[config.mk]
export PLATFORM = sky130hd
export DESIGN_NAME = mpr_ctl_flat
export DESIGN_NICKNAME = d
export VERILOG_FILES = /design/src/mpr_pkg.sv /design/src/mpr_if.sv /design/src/mpr_ctl.sv /design/src/flat_wrapper.sv
export VERILOG_INCLUDE_DIRS = /design/src
export SDC_FILE = /design/constraint.sdc
export NUM_CORES = 1
export LEC_CHECK = 0
export BUFFER_PORTS_ARGS = -buffer_cell sky130_fd_sc_hd__buf_2
export CORE_AREA = 2 2 154 156
export CTS_CLUSTER_DIAMETER = 40
export CTS_CLUSTER_SIZE = 10
export DETAILED_ROUTE_END_ITERATION = 8
export DIE_AREA = 0 0 156 158
export PLACE_DENSITY = 0.56
export SLEW_MARGIN = 20
export SYNTH_ARGS = -nofsm -noshare
export SYNTH_HDL_FRONTEND = slang
export SYNTH_SLANG_ARGS = --single-unit
[constraint.sdc]
create_clock -name CLK_SYS -period 3.5 [get_ports CLK_SYS]
set_input_delay 0.35 -clock CLK_SYS [delete_from_list [all_inputs] [get_ports CLK_SYS]]
set_output_delay 0.35 -clock CLK_SYS [all_outputs]
set_load 0.01 [all_outputs]
[src/mpr_regs.svh]
`ifndef MPR_REGS_SVH
`define MPR_REGS_SVH
// ----------------------------------------
// Link widths and page contents
// ----------------------------------------
`define MPR_A_W 18
`define MPR_RO_W 96
`define MPR_BYTE 8
`define MPR_UI_MSB 3'h7
`define MPR_DEF0 8'h55
`define MPR_DEF1 8'h33
`define MPR_DEF2 8'h0F
`define MPR_DEF3 8'h00
// ----------------------------------------
// Mode register fields
// ----------------------------------------
`define MPR_MR0 3'h0
`define MPR_MR3 3'h3
`define MPR_MR4 3'h4
`define MPR_MR0_BL 1:0
`define MPR_MR3_PAGE 1:0
`define MPR_MR3_MPR 2
`define MPR_MR3_FMT 12:11
`define MPR_MR4_RPRE 11
`define MPR_BL8 2'h0
`define MPR_BLOTF 2'h1
`define MPR_BC4 2'h2
// ----------------------------------------
// Address pins of a command
// ----------------------------------------
`define MPR_A_A2 2
`define MPR_A_AP 10
`define MPR_A_BC 12
`define MPR_A_WDATA 7:0
// ----------------------------------------
// Device read pipeline entry
// ----------------------------------------
`define MPR_E_LOC 1:0
`define MPR_E_A2 2
`define MPR_E_BC4 3
// ----------------------------------------
// Controller registers
// ----------------------------------------
`define MPR_AW 5
`define MPR_OFS_CMD 5'h00
`define MPR_OFS_STAT 5'h04
`define MPR_OFS_DLO 5'h08
`define MPR_OFS_DHI 5'h0C
`define MPR_C_OP 2:0
`define MPR_C_LOC 4:3
`define MPR_C_FMT 6:5
`define MPR_C_PAGE 8:7
`define MPR_C_A2 9
`define MPR_C_MRSEL 13:11
`define MPR_C_MRDAT 31:14
`define MPR_C_WDATA 21:14
`define MPR_ST_BUSY 0
`define MPR_ST_MPR 1
`define MPR_ST_VALID 2
`define MPR_ST_ERR 3
`define MPR_OKAY 2'h0
`define MPR_SLVERR 2'h2
// ----------------------------------------
// Timing
// ----------------------------------------
`define MPR_TCK_NS 50
`define MPR_TRP_NS 15
`define MPR_TMOD_CK 24
`define MPR_TMPRR_CK 1
`define MPR_TCCD_S_CK 4
`define MPR_TCCD_L_CK 6
`define MPR_AL 0
`define MPR_CL 16
`endif

[src/mpr_pkg.sv]
package mpr_pkg;
  typedef enum logic [2:0] {
    MPR_CMD_NOP = 3'b000,
    MPR_CMD_MRS = 3'b001,
    MPR_CMD_PRE = 3'b010,
    MPR_CMD_RD = 3'b011,
    MPR_CMD_RDA = 3'b100,
    MPR_CMD_WR = 3'b101
  } mpr_cmd_t;
  typedef enum logic [1:0] {
    MPR_FMT_SER = 2'b00,
    MPR_FMT_PAR = 2'b01,
    MPR_FMT_STG = 2'b10,
    MPR_FMT_RSV = 2'b11
  } mpr_fmt_t;
  typedef enum logic [2:0] {
    MPR_OP_ENTER = 3'b000,
    MPR_OP_READ = 3'b001,
    MPR_OP_EXIT = 3'b010,
    MPR_OP_WRITE = 3'b011,
    MPR_OP_MRS = 3'b100
  } mpr_op_t;
  typedef enum logic [2:0] {
    MPR_ST_IDLE = 3'b000,
    MPR_ST_PRE = 3'b001,
    MPR_ST_MRS = 3'b010,
    MPR_ST_RD = 3'b011,
    MPR_ST_WR = 3'b100,
    MPR_ST_WAIT = 3'b101,
    MPR_ST_CAP = 3'b110
  } mpr_st_t;
endpackage

[src/mpr_if.sv]
`timescale 1ns/10ps
`include "mpr_regs.svh"
interface mpr_if #(
  parameter int DQ_W = 8
);
  mpr_pkg::mpr_cmd_t cmd;
  logic [1:0] ba;
  logic [1:0] bg;
  logic [`MPR_A_W-1:0] addr;
  logic [DQ_W-1:0] dq_r;
  logic [DQ_W-1:0] dq_f;
  logic dq_oe_n;
  logic dqs_hi;
  logic dqs_oe_n;
  modport dev (input cmd, ba, bg, addr, output dq_r, dq_f, dq_oe_n, dqs_hi, dqs_oe_n);
  modport ctl (output cmd, ba, bg, addr, input dq_r, dq_f, dq_oe_n, dqs_hi, dqs_oe_n);
endinterface

[src/mpr_ctl.sv]
`timescale 1ns/10ps
`include "mpr_regs.svh"
module mpr_ctl #(
  parameter int DQ_W = 8,
  parameter int TRP_NS = `MPR_TRP_NS,
  parameter int TMOD_CK = `MPR_TMOD_CK,
  parameter int TMPRR_CK = `MPR_TMPRR_CK,
  parameter int TCCD_S_CK = `MPR_TCCD_S_CK,
  parameter int TCCD_L_CK = `MPR_TCCD_L_CK
) (
  // Clock, reset, enable
  input wire logic CLK_SYS,
  input wire logic NRST,
  input wire logic CE,
  // AXI4-Lite write
  input wire logic [`MPR_AW-1:0] AWADDR,
  input wire logic AWVALID,
  output logic AWREADY,
  input wire logic [31:0] WDATA,
  input wire logic [3:0] WSTRB,
  input wire logic WVALID,
  output logic WREADY,
  output logic [1:0] BRESP,
  output logic BVALID,
  input wire logic BREADY,
  // AXI4-Lite read
  input wire logic [`MPR_AW-1:0] ARADDR,
  input wire logic ARVALID,
  output logic ARREADY,
  output logic [31:0] RDATA,
  output logic [1:0] RRESP,
  output logic RVALID,
  input wire logic RREADY,
  // Link to the device
  mpr_if.ctl LINK
);
  // ----------------------------------------
  // Declarations
  // ----------------------------------------
  localparam int TRP_CK = (TRP_NS + `MPR_TCK_NS - 1) / `MPR_TCK_NS;
  mpr_pkg::mpr_st_t st_q, nxt_q, start_st;
  mpr_pkg::mpr_op_t op, cop;
  logic [31:0] cmd_q;
  logic [15:0] wcnt_q;
  logic [7:0] gcnt_q;
  logic mpr_q, valid_q, err_q, bad, take, wr_go, gap_ok, cap_done;
  mpr_pkg::mpr_fmt_t fmt_q;
  logic [1:0] page_q, bl_q;
  logic [2:0] mrsel;
  logic [`MPR_A_W-1:0] mrdat;
  logic [7:0] cap_q [8];
  logic [3:0] cptr_q;
  logic [31:0] rd_mux;

  function automatic logic [7:0] low_byte(input logic [DQ_W-1:0] v);
    logic [7:0] r;
    r = 8'h00;
    for (int b = 0; b < `MPR_BYTE && b < DQ_W; b++)
      r[b] = v[b];
    return r;
  endfunction

  // ----------------------------------------
  // Order checks
  // ----------------------------------------
  // Ready is gated by the enable, so a frozen slave never drops a handshake
  assign wr_go = CE && AWVALID && WVALID && !BVALID;
  assign AWREADY = wr_go;
  assign WREADY = wr_go;
  assign op = mpr_pkg::mpr_op_t'(WDATA[`MPR_C_OP]);
  assign cop = mpr_pkg::mpr_op_t'(cmd_q[`MPR_C_OP]);
  assign take = wr_go && AWADDR == `MPR_OFS_CMD && !bad;
  assign gap_ok = gcnt_q >= 8'(page_q == 2'h0 ? TCCD_S_CK : TCCD_L_CK);
  assign cap_done = st_q == mpr_pkg::MPR_ST_CAP && !LINK.dq_oe_n
    && cptr_q == (bl_q == `MPR_BC4 ? 4'h2 : 4'h6);

  always_comb
  begin
    bad = st_q != mpr_pkg::MPR_ST_IDLE || WSTRB != 4'hF;
    start_st = mpr_pkg::MPR_ST_IDLE;
    case (op)
      mpr_pkg::MPR_OP_ENTER: start_st = mpr_pkg::MPR_ST_PRE;
      mpr_pkg::MPR_OP_READ:
      begin
        start_st = mpr_pkg::MPR_ST_RD;
        bad = bad || !mpr_q || (bl_q != `MPR_BC4 && WDATA[`MPR_C_A2]);
        bad = bad || (fmt_q == mpr_pkg::MPR_FMT_PAR && WDATA[`MPR_C_LOC] != 2'h0);
        bad = bad || (page_q != 2'h0 && fmt_q != mpr_pkg::MPR_FMT_SER);
      end
      mpr_pkg::MPR_OP_EXIT:
      begin
        start_st = mpr_pkg::MPR_ST_WAIT;
        bad = bad || !mpr_q;
      end
      mpr_pkg::MPR_OP_WRITE:
      begin
        start_st = mpr_pkg::MPR_ST_WR;
        bad = bad || !mpr_q || page_q != 2'h0;
      end
      mpr_pkg::MPR_OP_MRS:
      begin
        start_st = mpr_pkg::MPR_ST_MRS;
        bad = bad || WDATA[`MPR_C_MRSEL] == `MPR_MR3;
      end
      default: bad = 1'b1;
    endcase
  end

  always_comb
  begin
    mrsel = `MPR_MR3;
    mrdat = '0;
    case (cop)
      mpr_pkg::MPR_OP_ENTER:
      begin
        mrdat[`MPR_MR3_MPR] = 1'b1;
        mrdat[`MPR_MR3_FMT] = cmd_q[`MPR_C_FMT];
        mrdat[`MPR_MR3_PAGE] = cmd_q[`MPR_C_PAGE];
      end
      mpr_pkg::MPR_OP_MRS:
      begin
        mrsel = cmd_q[`MPR_C_MRSEL];
        mrdat = cmd_q[`MPR_C_MRDAT];
      end
      default: ;
    endcase
  end

  // ----------------------------------------
  // Sequencer
  // ----------------------------------------
  always_ff @(posedge CLK_SYS)
  begin
    if (!NRST)
    begin
      st_q <= mpr_pkg::MPR_ST_IDLE;
      nxt_q <= mpr_pkg::MPR_ST_IDLE;
      wcnt_q <= 16'h0000;
      cmd_q <= 32'h00000000;
    end
    else if (CE)
    begin
      case (st_q)
        mpr_pkg::MPR_ST_IDLE:
        if (take)
        begin
          cmd_q <= WDATA;
          st_q <= start_st;
          wcnt_q <= 16'(TMPRR_CK);
          nxt_q <= mpr_pkg::MPR_ST_MRS;
        end
        mpr_pkg::MPR_ST_PRE:
        begin
          wcnt_q <= 16'(TRP_CK);
          nxt_q <= mpr_pkg::MPR_ST_MRS;
          st_q <= mpr_pkg::MPR_ST_WAIT;
        end
        mpr_pkg::MPR_ST_MRS, mpr_pkg::MPR_ST_WR:
        begin
          wcnt_q <= 16'(TMOD_CK);
          nxt_q <= mpr_pkg::MPR_ST_IDLE;
          st_q <= mpr_pkg::MPR_ST_WAIT;
        end
        mpr_pkg::MPR_ST_RD: if (gap_ok) st_q <= mpr_pkg::MPR_ST_CAP;
        mpr_pkg::MPR_ST_CAP: if (cap_done) st_q <= mpr_pkg::MPR_ST_IDLE;
        mpr_pkg::MPR_ST_WAIT:
        begin
          wcnt_q <= 16'(wcnt_q - 16'h0001);
          if (wcnt_q <= 16'h0001)
            st_q <= nxt_q;
        end
        default: st_q <= mpr_pkg::MPR_ST_IDLE;
      endcase
    end
  end

  // ----------------------------------------
  // Link commands and mode copies
  // ----------------------------------------
  always_ff @(posedge CLK_SYS)
  begin
    if (!NRST)
    begin
      LINK.cmd <= mpr_pkg::MPR_CMD_NOP;
      LINK.ba <= 2'h0;
      LINK.bg <= 2'h0;
      LINK.addr <= '0;
      mpr_q <= 1'b0;
      fmt_q <= mpr_pkg::MPR_FMT_SER;
      page_q <= 2'h0;
      bl_q <= `MPR_BL8;
    end
    else if (CE)
    begin
      LINK.cmd <= mpr_pkg::MPR_CMD_NOP;
      LINK.ba <= 2'h0;
      LINK.bg <= 2'h0;
      LINK.addr <= '0;
      case (st_q)
        mpr_pkg::MPR_ST_PRE:
        begin
          LINK.cmd <= mpr_pkg::MPR_CMD_PRE;
          LINK.addr[`MPR_A_AP] <= 1'b1;
        end
        mpr_pkg::MPR_ST_MRS:
        begin
          LINK.cmd <= mpr_pkg::MPR_CMD_MRS;
          LINK.bg[0] <= mrsel[2];
          LINK.ba <= mrsel[1:0];
          LINK.addr <= mrdat;
          if (mrsel == `MPR_MR0)
            bl_q <= mrdat[`MPR_MR0_BL];
          if (mrsel == `MPR_MR3)
          begin
            mpr_q <= mrdat[`MPR_MR3_MPR];
            fmt_q <= mpr_pkg::mpr_fmt_t'(mrdat[`MPR_MR3_FMT]);
            page_q <= mrdat[`MPR_MR3_PAGE];
          end
        end
        mpr_pkg::MPR_ST_RD:
        if (gap_ok)
        begin
          LINK.cmd <= mpr_pkg::MPR_CMD_RD;
          LINK.ba <= cmd_q[`MPR_C_LOC];
          LINK.addr[`MPR_A_A2] <= cmd_q[`MPR_C_A2] && bl_q == `MPR_BC4;
          LINK.addr[`MPR_A_BC] <= bl_q == `MPR_BLOTF;
        end
        mpr_pkg::MPR_ST_WR:
        begin
          LINK.cmd <= mpr_pkg::MPR_CMD_WR;
          LINK.ba <= cmd_q[`MPR_C_LOC];
          LINK.addr[`MPR_A_WDATA] <= cmd_q[`MPR_C_WDATA];
        end
        default: ;
      endcase
    end
  end

  // ----------------------------------------
  // Read spacing and capture
  // ----------------------------------------
  always_ff @(posedge CLK_SYS)
  begin
    if (!NRST)
    begin
      gcnt_q <= 8'hFF;
      cptr_q <= 4'h0;
      valid_q <= 1'b0;
    end
    else if (CE)
    begin
      if (st_q == mpr_pkg::MPR_ST_RD && gap_ok)
      begin
        gcnt_q <= 8'h00;
        cptr_q <= 4'h0;
        valid_q <= 1'b0;
      end
      else if (gcnt_q != 8'hFF)
        gcnt_q <= 8'(gcnt_q + 8'h01);
      if (st_q == mpr_pkg::MPR_ST_CAP && !LINK.dq_oe_n)
      begin
        cap_q[cptr_q[2:0]] <= low_byte(LINK.dq_r);
        cap_q[3'(cptr_q[2:0] + 3'h1)] <= low_byte(LINK.dq_f);
        cptr_q <= 4'(cptr_q + 4'h2);
      end
      if (cap_done)
        valid_q <= 1'b1;
    end
  end

  // ----------------------------------------
  // AXI4-Lite slave
  // ----------------------------------------
  always_comb
  begin
    rd_mux = 32'h00000000;
    case (ARADDR)
      `MPR_OFS_CMD: rd_mux = cmd_q;
      `MPR_OFS_STAT:
      begin
        rd_mux[`MPR_ST_BUSY] = st_q != mpr_pkg::MPR_ST_IDLE;
        rd_mux[`MPR_ST_MPR] = mpr_q;
        rd_mux[`MPR_ST_VALID] = valid_q;
        rd_mux[`MPR_ST_ERR] = err_q;
      end
      `MPR_OFS_DLO: rd_mux = {cap_q[3], cap_q[2], cap_q[1], cap_q[0]};
      `MPR_OFS_DHI: rd_mux = {cap_q[7], cap_q[6], cap_q[5], cap_q[4]};
      default: ;
    endcase
  end

  assign ARREADY = CE && !RVALID;

  always_ff @(posedge CLK_SYS)
  begin
    if (!NRST)
    begin
      BVALID <= 1'b0;
      BRESP <= `MPR_OKAY;
      RVALID <= 1'b0;
      RDATA <= 32'h00000000;
      RRESP <= `MPR_OKAY;
      err_q <= 1'b0;
    end
    else if (CE)
    begin
      if (wr_go)
      begin
        BVALID <= 1'b1;
        BRESP <= AWADDR[`MPR_AW-1] ? `MPR_SLVERR : `MPR_OKAY;
      end
      else if (BREADY)
        BVALID <= 1'b0;
      // A refused command wins over a clear in the same write
      err_q <= (wr_go && AWADDR == `MPR_OFS_CMD && bad)
        || (err_q && !(wr_go && AWADDR == `MPR_OFS_STAT && WDATA[`MPR_ST_ERR]));
      if (ARVALID && !RVALID)
      begin
        RVALID <= 1'b1;
        RDATA <= rd_mux;
        RRESP <= ARADDR[`MPR_AW-1] ? `MPR_SLVERR : `MPR_OKAY;
      end
      else if (RREADY)
        RVALID <= 1'b0;
    end
  end
endmodule

[src/flat_wrapper.sv]
// flat-port wrapper written by rule: the top's interface ports become plain ports
module mpr_ctl_flat 
#(
  parameter int DQ_W = 8,
  parameter int TRP_NS = `MPR_TRP_NS,
  parameter int TMOD_CK = `MPR_TMOD_CK,
  parameter int TMPRR_CK = `MPR_TMPRR_CK,
  parameter int TCCD_S_CK = `MPR_TCCD_S_CK,
  parameter int TCCD_L_CK = `MPR_TCCD_L_CK
)
  (CLK_SYS, NRST, CE, AWADDR, AWVALID, AWREADY, WDATA, WSTRB, WVALID, WREADY, BRESP, BVALID, BREADY, ARADDR, ARVALID, ARREADY, RDATA, RRESP, RVALID, RREADY, LINK_cmd, LINK_ba, LINK_bg, LINK_addr, LINK_dq_r, LINK_dq_f, LINK_dq_oe_n, LINK_dqs_hi, LINK_dqs_oe_n);
  mpr_if #(.DQ_W(DQ_W)) LINK_i ();
  input wire logic CLK_SYS;
  input wire logic NRST;
  input wire logic CE;
  input wire logic [`MPR_AW-1:0] AWADDR;
  input wire logic AWVALID;
  output logic AWREADY;
  input wire logic [31:0] WDATA;
  input wire logic [3:0] WSTRB;
  input wire logic WVALID;
  output logic WREADY;
  output logic [1:0] BRESP;
  output logic BVALID;
  input wire logic BREADY;
  input wire logic [`MPR_AW-1:0] ARADDR;
  input wire logic ARVALID;
  output logic ARREADY;
  output logic [31:0] RDATA;
  output logic [1:0] RRESP;
  output logic RVALID;
  input wire logic RREADY;
  output wire logic [$bits(LINK_i.cmd)-1:0] LINK_cmd;
  output wire logic [$bits(LINK_i.ba)-1:0] LINK_ba;
  output wire logic [$bits(LINK_i.bg)-1:0] LINK_bg;
  output wire logic [$bits(LINK_i.addr)-1:0] LINK_addr;
  input wire logic [$bits(LINK_i.dq_r)-1:0] LINK_dq_r;
  input wire logic [$bits(LINK_i.dq_f)-1:0] LINK_dq_f;
  input wire logic [$bits(LINK_i.dq_oe_n)-1:0] LINK_dq_oe_n;
  input wire logic [$bits(LINK_i.dqs_hi)-1:0] LINK_dqs_hi;
  input wire logic [$bits(LINK_i.dqs_oe_n)-1:0] LINK_dqs_oe_n;
  assign LINK_cmd = LINK_i.cmd;
  assign LINK_ba = LINK_i.ba;
  assign LINK_bg = LINK_i.bg;
  assign LINK_addr = LINK_i.addr;
  assign LINK_i.dq_r = LINK_dq_r;
  assign LINK_i.dq_f = LINK_dq_f;
  assign LINK_i.dq_oe_n = LINK_dq_oe_n;
  assign LINK_i.dqs_hi = LINK_dqs_hi;
  assign LINK_i.dqs_oe_n = LINK_dqs_oe_n;
  mpr_ctl #(.DQ_W(DQ_W), .TRP_NS(TRP_NS), .TMOD_CK(TMOD_CK), .TMPRR_CK(TMPRR_CK), .TCCD_S_CK(TCCD_S_CK), .TCCD_L_CK(TCCD_L_CK)) u_core (.CLK_SYS(CLK_SYS), .NRST(NRST), .CE(CE), .AWADDR(AWADDR), .AWVALID(AWVALID), .AWREADY(AWREADY), .WDATA(WDATA), .WSTRB(WSTRB), .WVALID(WVALID), .WREADY(WREADY), .BRESP(BRESP), .BVALID(BVALID), .BREADY(BREADY), .ARADDR(ARADDR), .ARVALID(ARVALID), .ARREADY(ARREADY), .RDATA(RDATA), .RRESP(RRESP), .RVALID(RVALID), .RREADY(RREADY), .LINK(LINK_i));
endmodule
# == After elaboration in Yosys (flattened, before gate mapping) ==
# Memories as Yosys holds them, arrays and structs flattened.
# Index checks and enable logic that the tools add are counted.
# classes
shift,0
multipliers,0
n_lt_le_gt_ge,2
n_addsub,4
bitwise,0
n_reduce_logical,65
div,0
eq_ne,28
mux,51
# op_table
op,count
28-bit one-hot mux with 3 select lines,1
16-bit one-hot mux with 4 select lines,1
3-bit one-hot mux with 5 select lines,2
8-bit 2-to-1 mux,3
3-bit 2-to-1 mux,7
3-bit by 2-bit == test with 1-bit output (second input constant),6
1-bit logical AND,18
16-bit by 1-bit <= comparator with 1-bit output (second input constant),1
16-bit 2-to-1 mux,1
4-bit one-hot mux with 4 select lines,1
2-bit nonzero test,8
16-bit by 1-bit subtractor with 16-bit output (second input constant),1
3-bit == test (second input constant),5
3-bit AND reduction,5
1-bit 2-to-1 mux,14
2-bit AND reduction,7
3-bit zero test,4
2-bit 2-to-1 mux,6
3-bit one-hot mux with 4 select lines,1
5-bit by 3-bit == test with 1-bit output (second input constant),2
5-bit by 4-bit == test with 1-bit output (second input constant),2
5-bit zero test,2
5-bit 2-to-1 mux,2
5-bit one-hot mux with 2 select lines,1
28 further kinds,49
# totals
memories,1
latch_bits,0
out_inout_bits,66
ram_bits,64
mem_bits_ro,0
ff_bits,137
inputBits,73
# mem_list
name,words,word_bits,rd,rd_clocked_by_memory_dff,wr,line,source
u_core.cap_q,8,8,8,0,2,mpr_ctl.sv:51,logic [7:0] cap_q [8];

# == Depth between registers and ports, before layout ==
# Gate-level depths: netlist of run 1.
# depth
ltp_word,11
ltp_mapped,9

# == Worst setup path after synthesis of run 1 ==
# No wires, ideal clock.
# synth_timing
kind,input -> register
from,input port CE
to,"memory u_core.cap_q[5][0], data pin"
path_slack_ns,0.976
setup_time_ns,0.260
stages,7
arrival_time_ns,2.264
path_cell_list,clkbuf_1 -> nand2_1 -> nor3_1 -> clkbuf_1 -> and3_1 -> clkbuf_1 -> mux2_2
# synth_lines
element,line,source
from (decl),flat_wrapper.sv:15,input wire logic CE;
to (decl),mpr_ctl.sv:51,

==> tab_implementation.tex, run 1 <==
\begin{tabular}{lr}
\hline
Metric & Value \\
\hline
\multicolumn{2}{l}{\textbf{Outcome}} \\
\quad Status & completed \\
\multicolumn{2}{l}{\textbf{Placed design}} \\
\quad Number of input and output port buffers inserted & 133 \\
\quad Final estimated routing congestion in global placement & about 0.82 \\
\quad Final HPWL DP & 17.57 mm \\
\quad Setup Slack @ Placement & 0.8473 ns \\
\multicolumn{2}{l}{\textbf{Logic synthesis}} \\
\quad Count of distinct cell types in the synthesized netlist & 61 \\
\quad Fraction of the yosys area taken by sequential cells & about 50\% \\
\quad Flip-flop and latch count after synthesis & 196 \\
\quad Total number of yosys warnings & 0 \\
\quad EDFF count, synth & 64 \\
\quad Combined area of all synthesized cells & 9046 sq um \\
\quad Top flip-flop cell by instance count after synthesis & dfxtp\_1 \\
\quad Gate count after technology mapping & about 930 \\
\quad Mean cell area of the mapped netlist & a little under 10 sq um \\
\quad Fraction of registers with async set/reset & 0\% \\
\multicolumn{2}{l}{\textbf{Clock network}} \\
\quad CTS resizes & 0 \\
\quad Clock sink total & 196 \\
\quad TritonCTS clock tree & yes \\
\quad Maximum buffer depth of the clock tree & 2 \\
\quad Cell at the root of the clock tree & clkbuf\_16 \\
\quad Number of buffers inserted by hold repair at cts & 0 \\
\quad CTS Buf Count & 17 \\
\quad Worst-Skew Late Latency & roughly 0.44 ns \\
\quad Post-CTS Repair Setup Buffers & 0 \\
\quad H-tree levels & 4 \\
\quad Clock transition at the register clock pins on the worst setup and hold paths after CTS & 0.08 ns \\
\multicolumn{2}{l}{\textbf{Pwr}} \\
\quad Clock group share of total power & 40.3\% \\
\quad Cell leakage power & 4.002 nW \\
\quad Net Sw Frac & between 20\% and 30\% \\
\quad Internal power component & 3.621 mW \\
\quad Power density over the cells & 470.5 nW/um\^{}2 \\
\quad Total Power Consumption & 4.954 mW \\
\quad Relative contribution of combinational cells to total power & 10.3\% \\
\quad Sequential power share & between 40\% and 50\% \\
\quad Power dissipated by switching net loads & 1.332 mW \\
\quad Worst vdd ir & 0.2076 mV \\
\multicolumn{2}{l}{\textbf{Timing}} \\
\quad Highest Clock Rate & 379.0 MHz \\
\quad Total count of hold-check failures in the final report & 0 \\
\quad Worst Setup Slack, final & 0.8614 ns \\
\quad Hold slack final & 0.1289 ns \\
\quad Slew headroom & 49.14\% \\
\quad Final Max Tran Viols & 0 \\
\quad RSZ-0062 raised after global routing & no \\
\quad Final setup violation count & 0 \\
\quad Slew of the pin with the lowest slew margin & 0.7628 ns \\
\quad Share of the clock period used by the worst path after layout & about three quarters \\
\quad Setup TNS after final layout & 0 ns \\
\quad Shortest clock period the worst path allows after layout & between 2 and 3 ns \\
\quad Clock Skews & 0.01498 ns \\
\multicolumn{2}{l}{\textbf{Global routing}} \\
\quad Met2 global-route usage & 35.46\% \\
\quad Wire length of the first global-routing pass & 39.11 mm \\
\quad Met1 Track Usage GR & about 28\% \\
\quad Vias in the first global route & 6800 \\
\quad Largest net degree at the start of global routing & between 80 and 90 \\
\quad Overall fraction of global-route tracks in use & 20.87\% \\
\quad Initial antenna violation count & 0 \\
\quad Total congestion overflow after global routing & 0 \\
\quad Fraction of met3 tracks used by global routing & 3.367\% \\
\quad Most Crowded Layer GR & met2 \\
\multicolumn{2}{l}{\textbf{Floorplanning}} \\
\quad Number of ports placed on the die boundary & 139 \\
\quad Horizontal die dimension & $\sim$160 um \\
\quad Area enclosed by the die boundary & about 25000 sq um \\
\quad Row cnt & 56 \\
\quad Chip Height & 158 um \\
\quad Placeable core area & about 23000 sq um \\
\quad Initial standard-cell utilization of the core & 39.24\% \\
\multicolumn{2}{l}{\textbf{Setup path}} \\
\quad Data arrival, critical path & 2.83 ns \\
\quad Critical R2R Capture & u\_core.cap\_q[3][0] \\
\quad Worst EP required & 3.69 ns \\
\quad FF-to-FF Start & u\_core.st\_q[0] \\
\quad Slack of the worst reg-to-reg path & 0.86 ns \\
\quad Critical Path End Type & flip-flop \\
\quad Path depth of the worst reg2reg path & 7 \\
\quad Worst setup SP type & flip-flop \\
\quad Critical path type & reg2reg \\
\quad Biggest fanout along the worst timing path & 15 \\
\multicolumn{2}{l}{\textbf{Layout}} \\
\quad Ant diodes & 0 \\
\quad Share of layout cells above drive strength 1 & 22.25\% \\
\quad Layout overhead on the synthesized area & 16.39\% \\
\quad Total number of nets in the final design & approximately 1100 \\
\quad Fin util & 45.67\% \\
\multicolumn{2}{l}{\textbf{Detailed routing}} \\
\quad Via total after detailed routing & roughly 7000 \\
\quad DRC violation count after routing & 0 \\
\quad Wirelength, routed & between 20 and 30 mm \\
\quad Number of design-rule violations left by the first detailed-router iteration & 398 \\
\quad Count of TritonRoute iterations in the first routing pass & 5 \\
\quad Average wire per cell in the routed design & 19.08 um \\
\quad Via density & 5.360 \\
\quad Remaining antenna violation count & 0 \\
\multicolumn{2}{l}{\textbf{Worst hold path}} \\
\quad Number of instances on the worst hold path & 2 \\
\quad Worst hold path class & in2reg \\
\quad Worst Min Path Start & AWADDR[2] \\
\quad Min-Delay Endpoint & u\_core.err\_q \\
\multicolumn{2}{l}{\textbf{Job}} \\
\quad Number of max-capacitance violations reported & 0 \\
\hline
\end{tabular}
[kinds of logic (layout without fill, tap and decap cells)]
family / Yosys count / count (layout) / share of synthesized area [%]
fa+ha+maj: 9 / 9 / 1.245
flops: 196 / 196 / 50.46
mux: 76 / 76 / 9.405
xor+xnor: 2 / 2 / 0.1937
compound gates: 228 / 228 / 17.15
simple gates: 320 / 320 / 17.19
buf+inv: 100 / 204 / 4.315
other cells: 1 / 3 / 0.04145
[registers in the layout, indices dropped and copies added (netlist names), 2 cells and up]
signal            cells
u_core.cap_q         64
u_core.RDATA         32
u_core.cmd_q         32
u_core.LINK.addr     18
u_core.wcnt_q        16
u_core.gcnt_q         8
u_core.LINK.cmd       3
u_core.cptr_q         3
u_core.st_q           3
u_core.LINK.ba        2
u_core.bl_q           2
u_core.fmt_q          2
u_core.page_q         2
[cells in the mapped netlist, types with 3 or more instances]
master	number	area share, %
or2_2	3	0.21
mux2_2	32	4.0
dfxtp_1	132	29
clkbuf_1	78	3.2
nand3_1	15	0.83
a31oi_1	7	0.48
nand2_1	133	5.5
nor2_1	44	1.8
a21boi_0	42	3.5
or3_1	6	0.41
nand4_1	4	0.28
and3_1	13	0.90
and2_1	8	0.55
mux4_2	4	1.0
buf_4	4	0.33
a21oi_1	21	1.2
mux2i_1	40	4.4
or4_1	4	0.33
nand2b_1	3	0.21
o31ai_1	4	0.33
nor4_1	3	0.21
inv_1	15	0.62
nor2b_1	66	4.6
o2bb2ai_1	3	0.29
edfxtp_1	64	21
o21ai_0	66	3.7
o211ai_1	6	0.50
a22oi_1	49	4.1
o21a_1	4	0.33
nor3_1	8	0.44
ha_1	9	1.2
[cell type report]
| cell class | count | area (sq um) |
|---|---|---|
| Timing Repair Buffer | 156 | 840.8 |
| Fill cell | 2228 | 12520 |
| Clock buffer | 18 | 429.2 |
| Inverter | 16 | 60.06 |
| Sequential cell | 196 | 4564 |
| Multi-Input combinational cell | 638 | 4105 |
| Clock inverter | 14 | 166.4 |
| Tap cell | 290 | 362.8 |
[stage by stage]
step                instances  area, sq um
floorplan                 934         9054
global placement         1296         9933
detailed placement       1296         9933
CTS                      1328        10530
global route             1328        10530
finish                   1328        10530
[power groups by stage]
stage | clock, mW | combinational, mW | sequential, mW
5_1_grt | 2.13 | 0.581 | 2.45
2_1_floorplan | 0 | 0.368 | 2.48
3_5_place_dp | 0 | 0.508 | 2.50
6_report | 2.00 | 0.510 | 2.45
3_3_place_gp | 0 | 0.503 | 2.50
4_1_cts | 2.05 | 0.510 | 2.44
[worst max-delay path, stage by stage (launching register included)]
cell and delay (ns):
dfxtp_1 0.32, buf_4 0.18, inv_1 0.20, nand2_1 0.21
nor3_1 0.19, buf_4 0.21, and3_1 0.67, mux2_2 0.42
[per-layer routing]
metal	share of wire, %	vias up
li1	-	3482
met1	46	3449
met2	48	165
met3	3.5	22
met4	1.9	0
met5	0	-
[cells in the final DEF, fill, tap and decap left out, drive strengths merged, types with 3 or more instances in the layout]
cell | Yosys | layout
dfxtp | 132 | 132
nand2b | 3 | 3
or2 | 4 | 4
o211ai | 6 | 6
nand2 | 133 | 133
a21oi | 21 | 21
nand4 | 4 | 4
o21ai | 66 | 66
buf | 6 | 156
inv | 15 | 21
and3 | 13 | 13
nand3 | 15 | 15
mux2i | 40 | 40
mux2 | 32 | 32
ha | 9 | 9
and2 | 9 | 9
clkinv | 1 | 7
edfxtp | 64 | 64
or3 | 6 | 6
clkbuf | 78 | 18
a21boi | 43 | 43
or4 | 4 | 4
o31ai | 4 | 4
nor2 | 44 | 44
mux4 | 4 | 4
nor2b | 66 | 66
a22oi | 49 | 49
a31oi | 7 | 7
conb | 1 | 3
nor3 | 8 | 8
nor4 | 3 | 3
o2bb2ai | 3 | 3
o21a | 4 | 4
[how the worst max path moves through the flow]
| stage | startpoint | end | slack (ns) |
|---|---|---|---|
| 2_1_floorplan | CE | u_core.cap_q[5][0] | 0.98 |
| 3_3_place_gp | WDATA[0] | u_core.st_q[0] | 0.86 |
| 3_5_place_dp | WDATA[0] | u_core.st_q[0] | 0.85 |
| 4_1_cts | u_core.st_q[0] | u_core.cap_q[5][2] | 0.87 |
| 5_1_grt | u_core.st_q[0] | u_core.cap_q[3][2] | 0.64 |
| 6_report | u_core.st_q[0] | u_core.cap_q[3][0] | 0.86 |
(Power assumes the default switching activity.)
==> run 2, diff against run 1 <==
--- a/config.mk
+++ b/config.mk
@@ -6,13 +6,14 @@
 export SDC_FILE = /design/constraint.sdc
 export NUM_CORES = 1
 export LEC_CHECK = 0
+export ABC_AREA = 1
 export BUFFER_PORTS_ARGS = -buffer_cell sky130_fd_sc_hd__buf_2
-export CORE_AREA = 2 2 154 156
+export CORE_AREA = 2 2 155 157
 export CTS_CLUSTER_DIAMETER = 40
 export CTS_CLUSTER_SIZE = 10
 export DETAILED_ROUTE_END_ITERATION = 8
-export DIE_AREA = 0 0 156 158
-export PLACE_DENSITY = 0.56
+export DIE_AREA = 0 0 157 159
+export PLACE_DENSITY = 0.58
 export SLEW_MARGIN = 20
 export SYNTH_ARGS = -nofsm -noshare
 export SYNTH_HDL_FRONTEND = slang
==> constraint.sdc (replaced) <==
create_clock -name CLK_SYS -period 2.4 [get_ports CLK_SYS]
set_input_delay 0.24 -clock CLK_SYS [delete_from_list [all_inputs] [get_ports CLK_SYS]]
set_output_delay 0.24 -clock CLK_SYS [all_outputs]
set_load 0.01 [all_outputs]
==> run 2 against run 1 <==
Compared with the run above:
- setup slack lost 0.54 ns
- power rose by 98%
- synthesized cell count grew 24%
- design area up 1.4%
- core utilization up 0.38 points
- global-route usage is 0.99 points lower
- critical path depth up 4
- cell count is 20% higher
- non-clock buffer count is 5 higher
- sequential power increased by 58%
==> tab_implementation.tex, run 2 <==
\begin{tabular}{lr}
\hline
Metric & Value \\
\hline
\multicolumn{2}{l}{\textbf{Placed design}} \\
\quad Setup Slack @ Placement & between 0.3 and 0.4 ns \\
\quad Final HPWL DP & 17.65 mm \\
\quad Final estimated routing congestion in global placement & approximately 0.81 \\
\quad Number of input and output port buffers inserted & 133 \\
\multicolumn{2}{l}{\textbf{Logic synthesis}} \\
\quad Combined area of all synthesized cells & slightly above 9000 sq um \\
\quad Top cells by area, synth & dfxtp\_1 (29\%), edfxtp\_1 (21\%), nand2\_1 (13\%) \\
\quad Library cell occupying the most area in the post-synthesis netlist & dfxtp\_1 \\
\quad EDFF count, synth & 64 \\
\quad Top-count cell post-synth & nand2\_1 \\
\quad Most frequent cells after synthesis & nand2\_1 (314), dfxtp\_1 (132), nor2\_1 (109) \\
\quad Top flip-flop cell by instance count after synthesis & dfxtp\_1 \\
\quad Count of distinct cell types in the synthesized netlist & 45 \\
\quad Post-synth top area share & 28.74\% \\
\quad Fraction of registers with async set/reset & 0\% \\
\quad Mean cell area of the mapped netlist & a little under 8 sq um \\
\quad Gate count after technology mapping & 1158 \\
\quad Fraction of the yosys area taken by sequential cells & between 40\% and 50\% \\
\quad Flip-flop and latch count after synthesis & 196 \\
\quad Total number of yosys warnings & 0 \\
\multicolumn{2}{l}{\textbf{Setup path}} \\
\quad Cells along the critical path & or2\_2 > ha\_1 > inv\_1 > o21ai\_0 > nand2\_1 > a21oi\_2 > nand2\_2 > nand2\_2 > inv\_1 > nand2\_1 > nand3\_1 \\
\quad Critical path's top delay family & simple AND/OR/NAND/NOR gates \\
\quad Critical path depth in cells & 11 \\
\quad Critical path type & reg2reg \\
\quad Path depth of the worst reg2reg path & 11 \\
\quad Number of buffer and inverter instances along the worst setup path & 2 \\
\quad Critical Path End Type & flip-flop \\
\quad Cell with the biggest individual delay on the critical path & dfxtp\_1 \\
\quad Biggest fanout along the worst timing path & 14 \\
\quad Critical path's largest stage delay & 0.32 ns \\
\quad Data arrival, critical path & 2.38 ns \\
\quad Worst EP required & around 2.7 ns \\
\quad Worst setup SP type & flip-flop \\
\multicolumn{2}{l}{\textbf{Timing}} \\
\quad Highest Clock Rate & approximately 480 MHz \\
\quad Final Max Tran Viols & 0 \\
\quad RSZ-0062 raised after global routing & no \\
\quad Final setup violation count & 0 \\
\quad Clock Skews & 0.01275 ns \\
\quad Share of the clock period used by the worst path after layout & approximately 87\% \\
\quad Total count of hold-check failures in the final report & 0 \\
\quad Worst Setup Slack, final & 0.3203 ns \\
\quad Slew of the pin with the lowest slew margin & 0.7281 ns \\
\quad Slew headroom & between 50\% and 60\% \\
\quad Shortest clock period the worst path allows after layout & 2.080 ns \\
\quad Setup TNS after final layout & 0 ns \\
\multicolumn{2}{l}{\textbf{Clock network}} \\
\quad Number of buffers inserted by hold repair at cts & 0 \\
\quad CTS Buf Count & 17 \\
\quad Maximum buffer depth of the clock tree & 2 \\
\quad Clock transition at the register clock pins on the worst setup and hold paths after CTS & 0.08 ns \\
\quad CTS resizes & 0 \\
\quad TritonCTS clock tree & yes \\
\quad Post-CTS Repair Setup Buffers & 0 \\
\quad Clock sink total & 196 \\
\quad Worst-Skew Late Latency & about 0.44 ns \\
\quad H-tree levels & 4 \\
\quad Cell at the root of the clock tree & clkbuf\_16 \\
\multicolumn{2}{l}{\textbf{Global routing}} \\
\quad Largest net degree at the start of global routing & 64 \\
\quad Wire length of the first global-routing pass & roughly 39 mm \\
\quad Overall fraction of global-route tracks in use & 19.88\% \\
\quad Vias in the first global route & just over 7000 \\
\quad Total congestion overflow after global routing & 0 \\
\quad Initial antenna violation count & 1 \\
\multicolumn{2}{l}{\textbf{Pwr}} \\
\quad Power density over the cells & 916.4 nW/um\^{}2 \\
\quad Cell leakage power & 4.373 nW \\
\quad Worst vdd ir & roughly 0.43 mV \\
\multicolumn{2}{l}{\textbf{Detailed routing}} \\
\quad DRC violation count after routing & 0 \\
\quad Wirelength, routed & 24.42 mm \\
\quad Number of design-rule violations left by the first detailed-router iteration & 494 \\
\quad Via total after detailed routing & approximately 7900 \\
\quad Count of TritonRoute iterations in the first routing pass & 5 \\
\quad Remaining antenna violation count & 0 \\
\quad Average wire per cell in the routed design & between 15 and 20 um \\
\quad Via density & just under 5 \\
\multicolumn{2}{l}{\textbf{Layout}} \\
\quad Fill cell total of the finished layout & 2401 \\
\quad Share of layout cells above drive strength 1 & approximately 18\% \\
\quad Layout overhead on the synthesized area & 16.17\% \\
\quad Most frequent standard cell in the layout excluding fill and tap cells & nand2\_1 \\
\quad Total number of nets in the final design & 1348 \\
\quad Number of flip-flops under the largest register name & 64 \\
\quad Top library cells by usage in the layout, fill and taps aside & nand2\_1 (314), buf\_2 (133), dfxtp\_1 (132) \\
\multicolumn{2}{l}{\textbf{Floorplanning}} \\
\quad Chip Height & 159 um \\
\quad Initial standard-cell utilization of the core & 39.64\% \\
\quad Horizontal die dimension & 157 um \\
\quad Placeable core area & 23190 sq um \\
\quad Number of ports placed on the die boundary & between 100 and 150 \\
\quad Row cnt & 56 \\
\quad Area enclosed by the die boundary & 24960 sq um \\
\multicolumn{2}{l}{\textbf{Worst hold path}} \\
\quad Number of instances on the worst hold path & 3 \\
\quad Worst hold path class & in2reg \\
\multicolumn{2}{l}{\textbf{Outcome}} \\
\quad Status & completed \\
\multicolumn{2}{l}{\textbf{Job}} \\
\quad Number of max-capacitance violations reported & 0 \\
\hline
\end{tabular}
[run 2: cell types whose count changed after synthesis, sizes merged, moves of 40 or more]
cell and change:
a21boi -43, a21oi +73, a22oi -48, inv +89, mux2i -40, nand2 +187, nand3 +48, nor2 +74
nor2b -66
[run 2: area by class of cell]
class,count,area (sq um),share of cell area (%)
antenna,1,2.502,0.02343
clock buffer,17,425.4,3.983
clock inverter,15,181.4,1.699
inverter,104,390.4,3.655
multi-input combinational,786,3816,35.73
sequential,196,4564,42.74
tap,319,399.1,3.737
timing repair buffer,161,900.9,8.435
[run 2: final timing paths]
path	slack, ns	to	from
worst max register to register	0.32	u_core.gcnt_q[7]	u_core.page_q[0]
worst min-delay path	0.04	u_core.cmd_q[12]	WDATA[12]
worst min register to register	0.46	u_core.LINK.addr[17]	u_core.cmd_q[31]
worst max-delay path	0.32	u_core.gcnt_q[7]	u_core.page_q[0]
[run 2: where the power goes]
part	switching, mW	leakage, nW	internal [mW]
clock	1.51	0.295	1.41
combinational	1.87	2.43	1.12
sequential	0.230	1.64	3.65
total	3.61	4.37	6.18
[run 2: kinds of logic after synthesis]
logic type	count (synthesis)	synth area share [%]
xor+xnor	5	0.4763
fa+ha+maj	9	1.225
buf+inv	178	8.982
compound gates	245	15.22
flops	196	49.65
other cells	1	0.04079
simple gates	524	24.41
[run 2: stage by stage]
step	cells	utilization [%]	area, sq um	power (mW)	hold slack, ns
2_1_floorplan	1160	-	9201	6.460	0.3676
3_3_place_gp	1566	43.40	10070	6.875	0.4336
3_5_place_dp	1566	43.42	10070	6.935	0.4483
4_1_cts	1598	46.04	10680	9.835	0.02400
5_1_grt	1598	46.04	10680	10.47	0.02005
6_report	1599	46.05	10680	9.788	0.03977
[run 2: routing by layer]
metal	routed length [um]	vias to the layer above	global-route usage, %
li1	-	4027	-
met1	10980	3668	26.59
met2	12010	163	33.33
met3	1152	20	3.811
met4	282	0	4.420
met5	0	-	0
[run 2: worst reg2reg max path: cells and delay by family, from the launching register on]
family,cells,cell delay [ns]
buf+inv,2,0.12
compound gates,2,0.31
simple gates,6,0.93
flops,1,0.32
fa+ha+maj,1,0.28
==> run 3, diff against run 2 <==
--- a/config.mk
+++ b/config.mk
@@ -6,13 +6,12 @@
 export SDC_FILE = /design/constraint.sdc
 export NUM_CORES = 1
 export LEC_CHECK = 0
-export ABC_AREA = 1
 export BUFFER_PORTS_ARGS = -buffer_cell sky130_fd_sc_hd__buf_2
-export CORE_AREA = 2 2 155 157
+export CORE_AREA = 2 2 154 156
 export CTS_CLUSTER_DIAMETER = 40
 export CTS_CLUSTER_SIZE = 10
 export DETAILED_ROUTE_END_ITERATION = 8
-export DIE_AREA = 0 0 157 159
+export DIE_AREA = 0 0 156 158
 export PLACE_DENSITY = 0.58
 export SLEW_MARGIN = 20
 export SYNTH_ARGS = -nofsm -noshare
==> run 3 against run 2 <==
Compared with the run above:
- critical path type unchanged
- cell count down 16%
- largest cell class unchanged
- clock-buffer cell count up 1
- clock skew up 0.0017 ns
- sequential power down 8.0%
- sequential share of layout area down 0.23 points
- clock power about the same
- power down 26%
- critical path depth down 5
==> tab_implementation.tex, run 3 (synthesis results as in run 1) <==
\begin{tabular}{lr}
\hline
Metric & Value \\
\hline
\multicolumn{2}{l}{\textbf{Outcome}} \\
\quad Status & completed \\
\multicolumn{2}{l}{\textbf{Layout}} \\
\quad Area taken by multi-input logic gates & between 4000 and 5000 sq um \\
\quad Layout overhead on the synthesized area & 18.71\% \\
\quad Share of layout cells above drive strength 1 & 24.13\% \\
\quad Most frequent standard cell in the layout excluding fill and tap cells & nand2\_1 \\
\quad Sequential cell area & 4564 sq um \\
\quad Number of flip-flops under the largest register name & 64 \\
\quad Final std cells w/o fill & 1351 \\
\quad Fin util & a little under half \\
\quad Top library cells by usage in the layout, fill and taps aside & nand2\_1 (133), buf\_2 (132), dfxtp\_1 (132) \\
\quad Total number of nets in the final design & about 1100 \\
\quad Ant diodes & 0 \\
\quad Fill cell total of the finished layout & 2228 \\
\multicolumn{2}{l}{\textbf{Clock network}} \\
\quad TritonCTS clock tree & yes \\
\quad Post-CTS Repair Setup Buffers & 0 \\
\quad Cell at the root of the clock tree & clkbuf\_16 \\
\quad CTS resizes & 0 \\
\quad Clock sink total & 196 \\
\quad Worst-Skew Late Latency & 0.44 ns \\
\quad Maximum buffer depth of the clock tree & 2 \\
\quad CTS Buf Count & 17 \\
\quad Clock transition at the register clock pins on the worst setup and hold paths after CTS & 0.07 ns \\
\quad Number of buffers inserted by hold repair at cts & 0 \\
\quad H-tree levels & 4 \\
\multicolumn{2}{l}{\textbf{Pwr}} \\
\quad Cell leakage power & between 4 and 5 nW \\
\quad Power density over the cells & 672.5 nW/um\^{}2 \\
\quad Total Power Consumption & between 7 and 8 mW \\
\quad Worst vdd ir & 0.3742 mV \\
\multicolumn{2}{l}{\textbf{Placed design}} \\
\quad Final estimated routing congestion in global placement & 0.8061 \\
\quad Final HPWL DP & between 15 and 20 mm \\
\quad Number of input and output port buffers inserted & 133 \\
\quad Setup Slack @ Placement & 0.09488 ns \\
\quad Cell total after placement & 1319 \\
\multicolumn{2}{l}{\textbf{Floorplanning}} \\
\quad Number of ports placed on the die boundary & 139 \\
\quad Area enclosed by the die boundary & 24650 sq um \\
\quad Initial standard-cell utilization of the core & 39.24\% \\
\quad Chip Height & $\sim$160 um \\
\quad Row cnt & 56 \\
\quad Placeable core area & 23050 sq um \\
\quad Horizontal die dimension & 156 um \\
\multicolumn{2}{l}{\textbf{Global routing}} \\
\quad Largest net degree at the start of global routing & 138 \\
\quad Initial antenna violation count & 0 \\
\quad Total congestion overflow after global routing & 0 \\
\quad Met2 global-route usage & 35.82\% \\
\quad Met1 Track Usage GR & 28.15\% \\
\quad Vias in the first global route & 6940 \\
\quad Most Crowded Layer GR & met2 \\
\quad Fraction of met3 tracks used by global routing & roughly 3.3\% \\
\quad Overall fraction of global-route tracks in use & between 20\% and 30\% \\
\quad Wire length of the first global-routing pass & 39.32 mm \\
\multicolumn{2}{l}{\textbf{Timing}} \\
\quad Clock Skews & $\sim$0.014 ns \\
\quad Highest Clock Rate & around 440 MHz \\
\quad Final setup violation count & 0 \\
\quad RSZ-0062 raised after global routing & no \\
\quad Total count of hold-check failures in the final report & 0 \\
\quad Final Max Tran Viols & 0 \\
\quad Setup TNS after final layout & 0 ns \\
\quad Worst Setup Slack, final & 0.1263 ns \\
\quad Slew of the pin with the lowest slew margin & 0.5618 ns \\
\quad Shortest clock period the worst path allows after layout & 2.274 ns \\
\quad Share of the clock period used by the worst path after layout & between 90\% and 100\% \\
\quad Slew headroom & 62.41\% \\
\multicolumn{2}{l}{\textbf{Job}} \\
\quad Number of max-capacitance violations reported & 0 \\
\multicolumn{2}{l}{\textbf{Setup path}} \\
\quad Worst EP required & around 2.8 ns \\
\quad Critical path type & reg2reg \\
\quad Worst setup SP type & flip-flop \\
\quad Biggest fanout along the worst timing path & 4 \\
\quad Critical Path End Type & flip-flop \\
\quad Slack of the worst reg-to-reg path & 0.13 ns \\
\quad Data arrival, critical path & 2.64 ns \\
\multicolumn{2}{l}{\textbf{Detailed routing}} \\
\quad Wirelength, routed & approximately 25 mm \\
\quad Remaining antenna violation count & 0 \\
\quad Average wire per cell in the routed design & between 15 and 20 um \\
\quad DRC violation count after routing & 0 \\
\quad Via density & about 5.4 \\
\quad Number of design-rule violations left by the first detailed-router iteration & 481 \\
\quad Count of TritonRoute iterations in the first routing pass & 5 \\
\quad Via total after detailed routing & 7231 \\
\multicolumn{2}{l}{\textbf{Worst hold path}} \\
\quad Worst hold path class & in2reg \\
\hline
\end{tabular}
## run 3: cell count changes in the layout (fill, tap and decap cells not counted), moves of 48 or more
cell and delta:
nand2_1 -181, inv_1 -86, a22oi_1 +48, nor2_1 -65, a21oi_1 -70, nor2b_1 +66
## run 3: worst paths after layout
path | cells after the start | to | startpoint
worst max-delay path | 6 | u_core.st_q[0] | u_core.st_q[0]
worst min-delay path | 2 | u_core.err_q | AWADDR[2]
worst max register to register | 6 | u_core.st_q[0] | u_core.st_q[0]
worst min register to register | 2 | u_core.LINK.addr[11] | u_core.LINK.addr[11]
## run 3: per-layer routing
metal / wire [um] / vias up
met1: 11470 / 3480
met3: 1099 / 19
met5: 0 / -
met2: 12470 / 197
li1: - / 3535
met4: 346 / 0
## run 3: area by class of cell
type,count,share of cell area [%]
clock buffer,18,3.996
clock inverter,14,1.561
inverter,16,0.5592
multi-input combinational,638,38.33
sequential,196,42.50
tap,290,3.379
timing repair buffer,179,9.670
## run 3: critical path: stages, from the launching register on
cell,delay [ns]
dfxtp_1,0.32
or3_4,0.39
a2111o_1,0.34
a2111oi_4,0.34
o2111ai_2,0.16
or4b_1,0.52
a21boi_1,0.14
## run 3: metrics by stage
stage          hold slack [ns]  area (sq um)
2_1_floorplan           0.3476          9055
5_1_grt                0.01325         10740
3_5_place_dp            0.4625         10130
6_report               0.02581         10740
3_3_place_gp            0.4556         10130
4_1_cts               0.001638         10730
## run 3: power breakdown
| group | internal (mW) | switching, mW | leakage (nW) |
|---|---|---|---|
| Combinational | 0.317 | 0.438 | 2.20 |
| Clock | 1.49 | 1.41 | 0.288 |
| Sequential | 3.48 | 0.0862 | 1.64 |
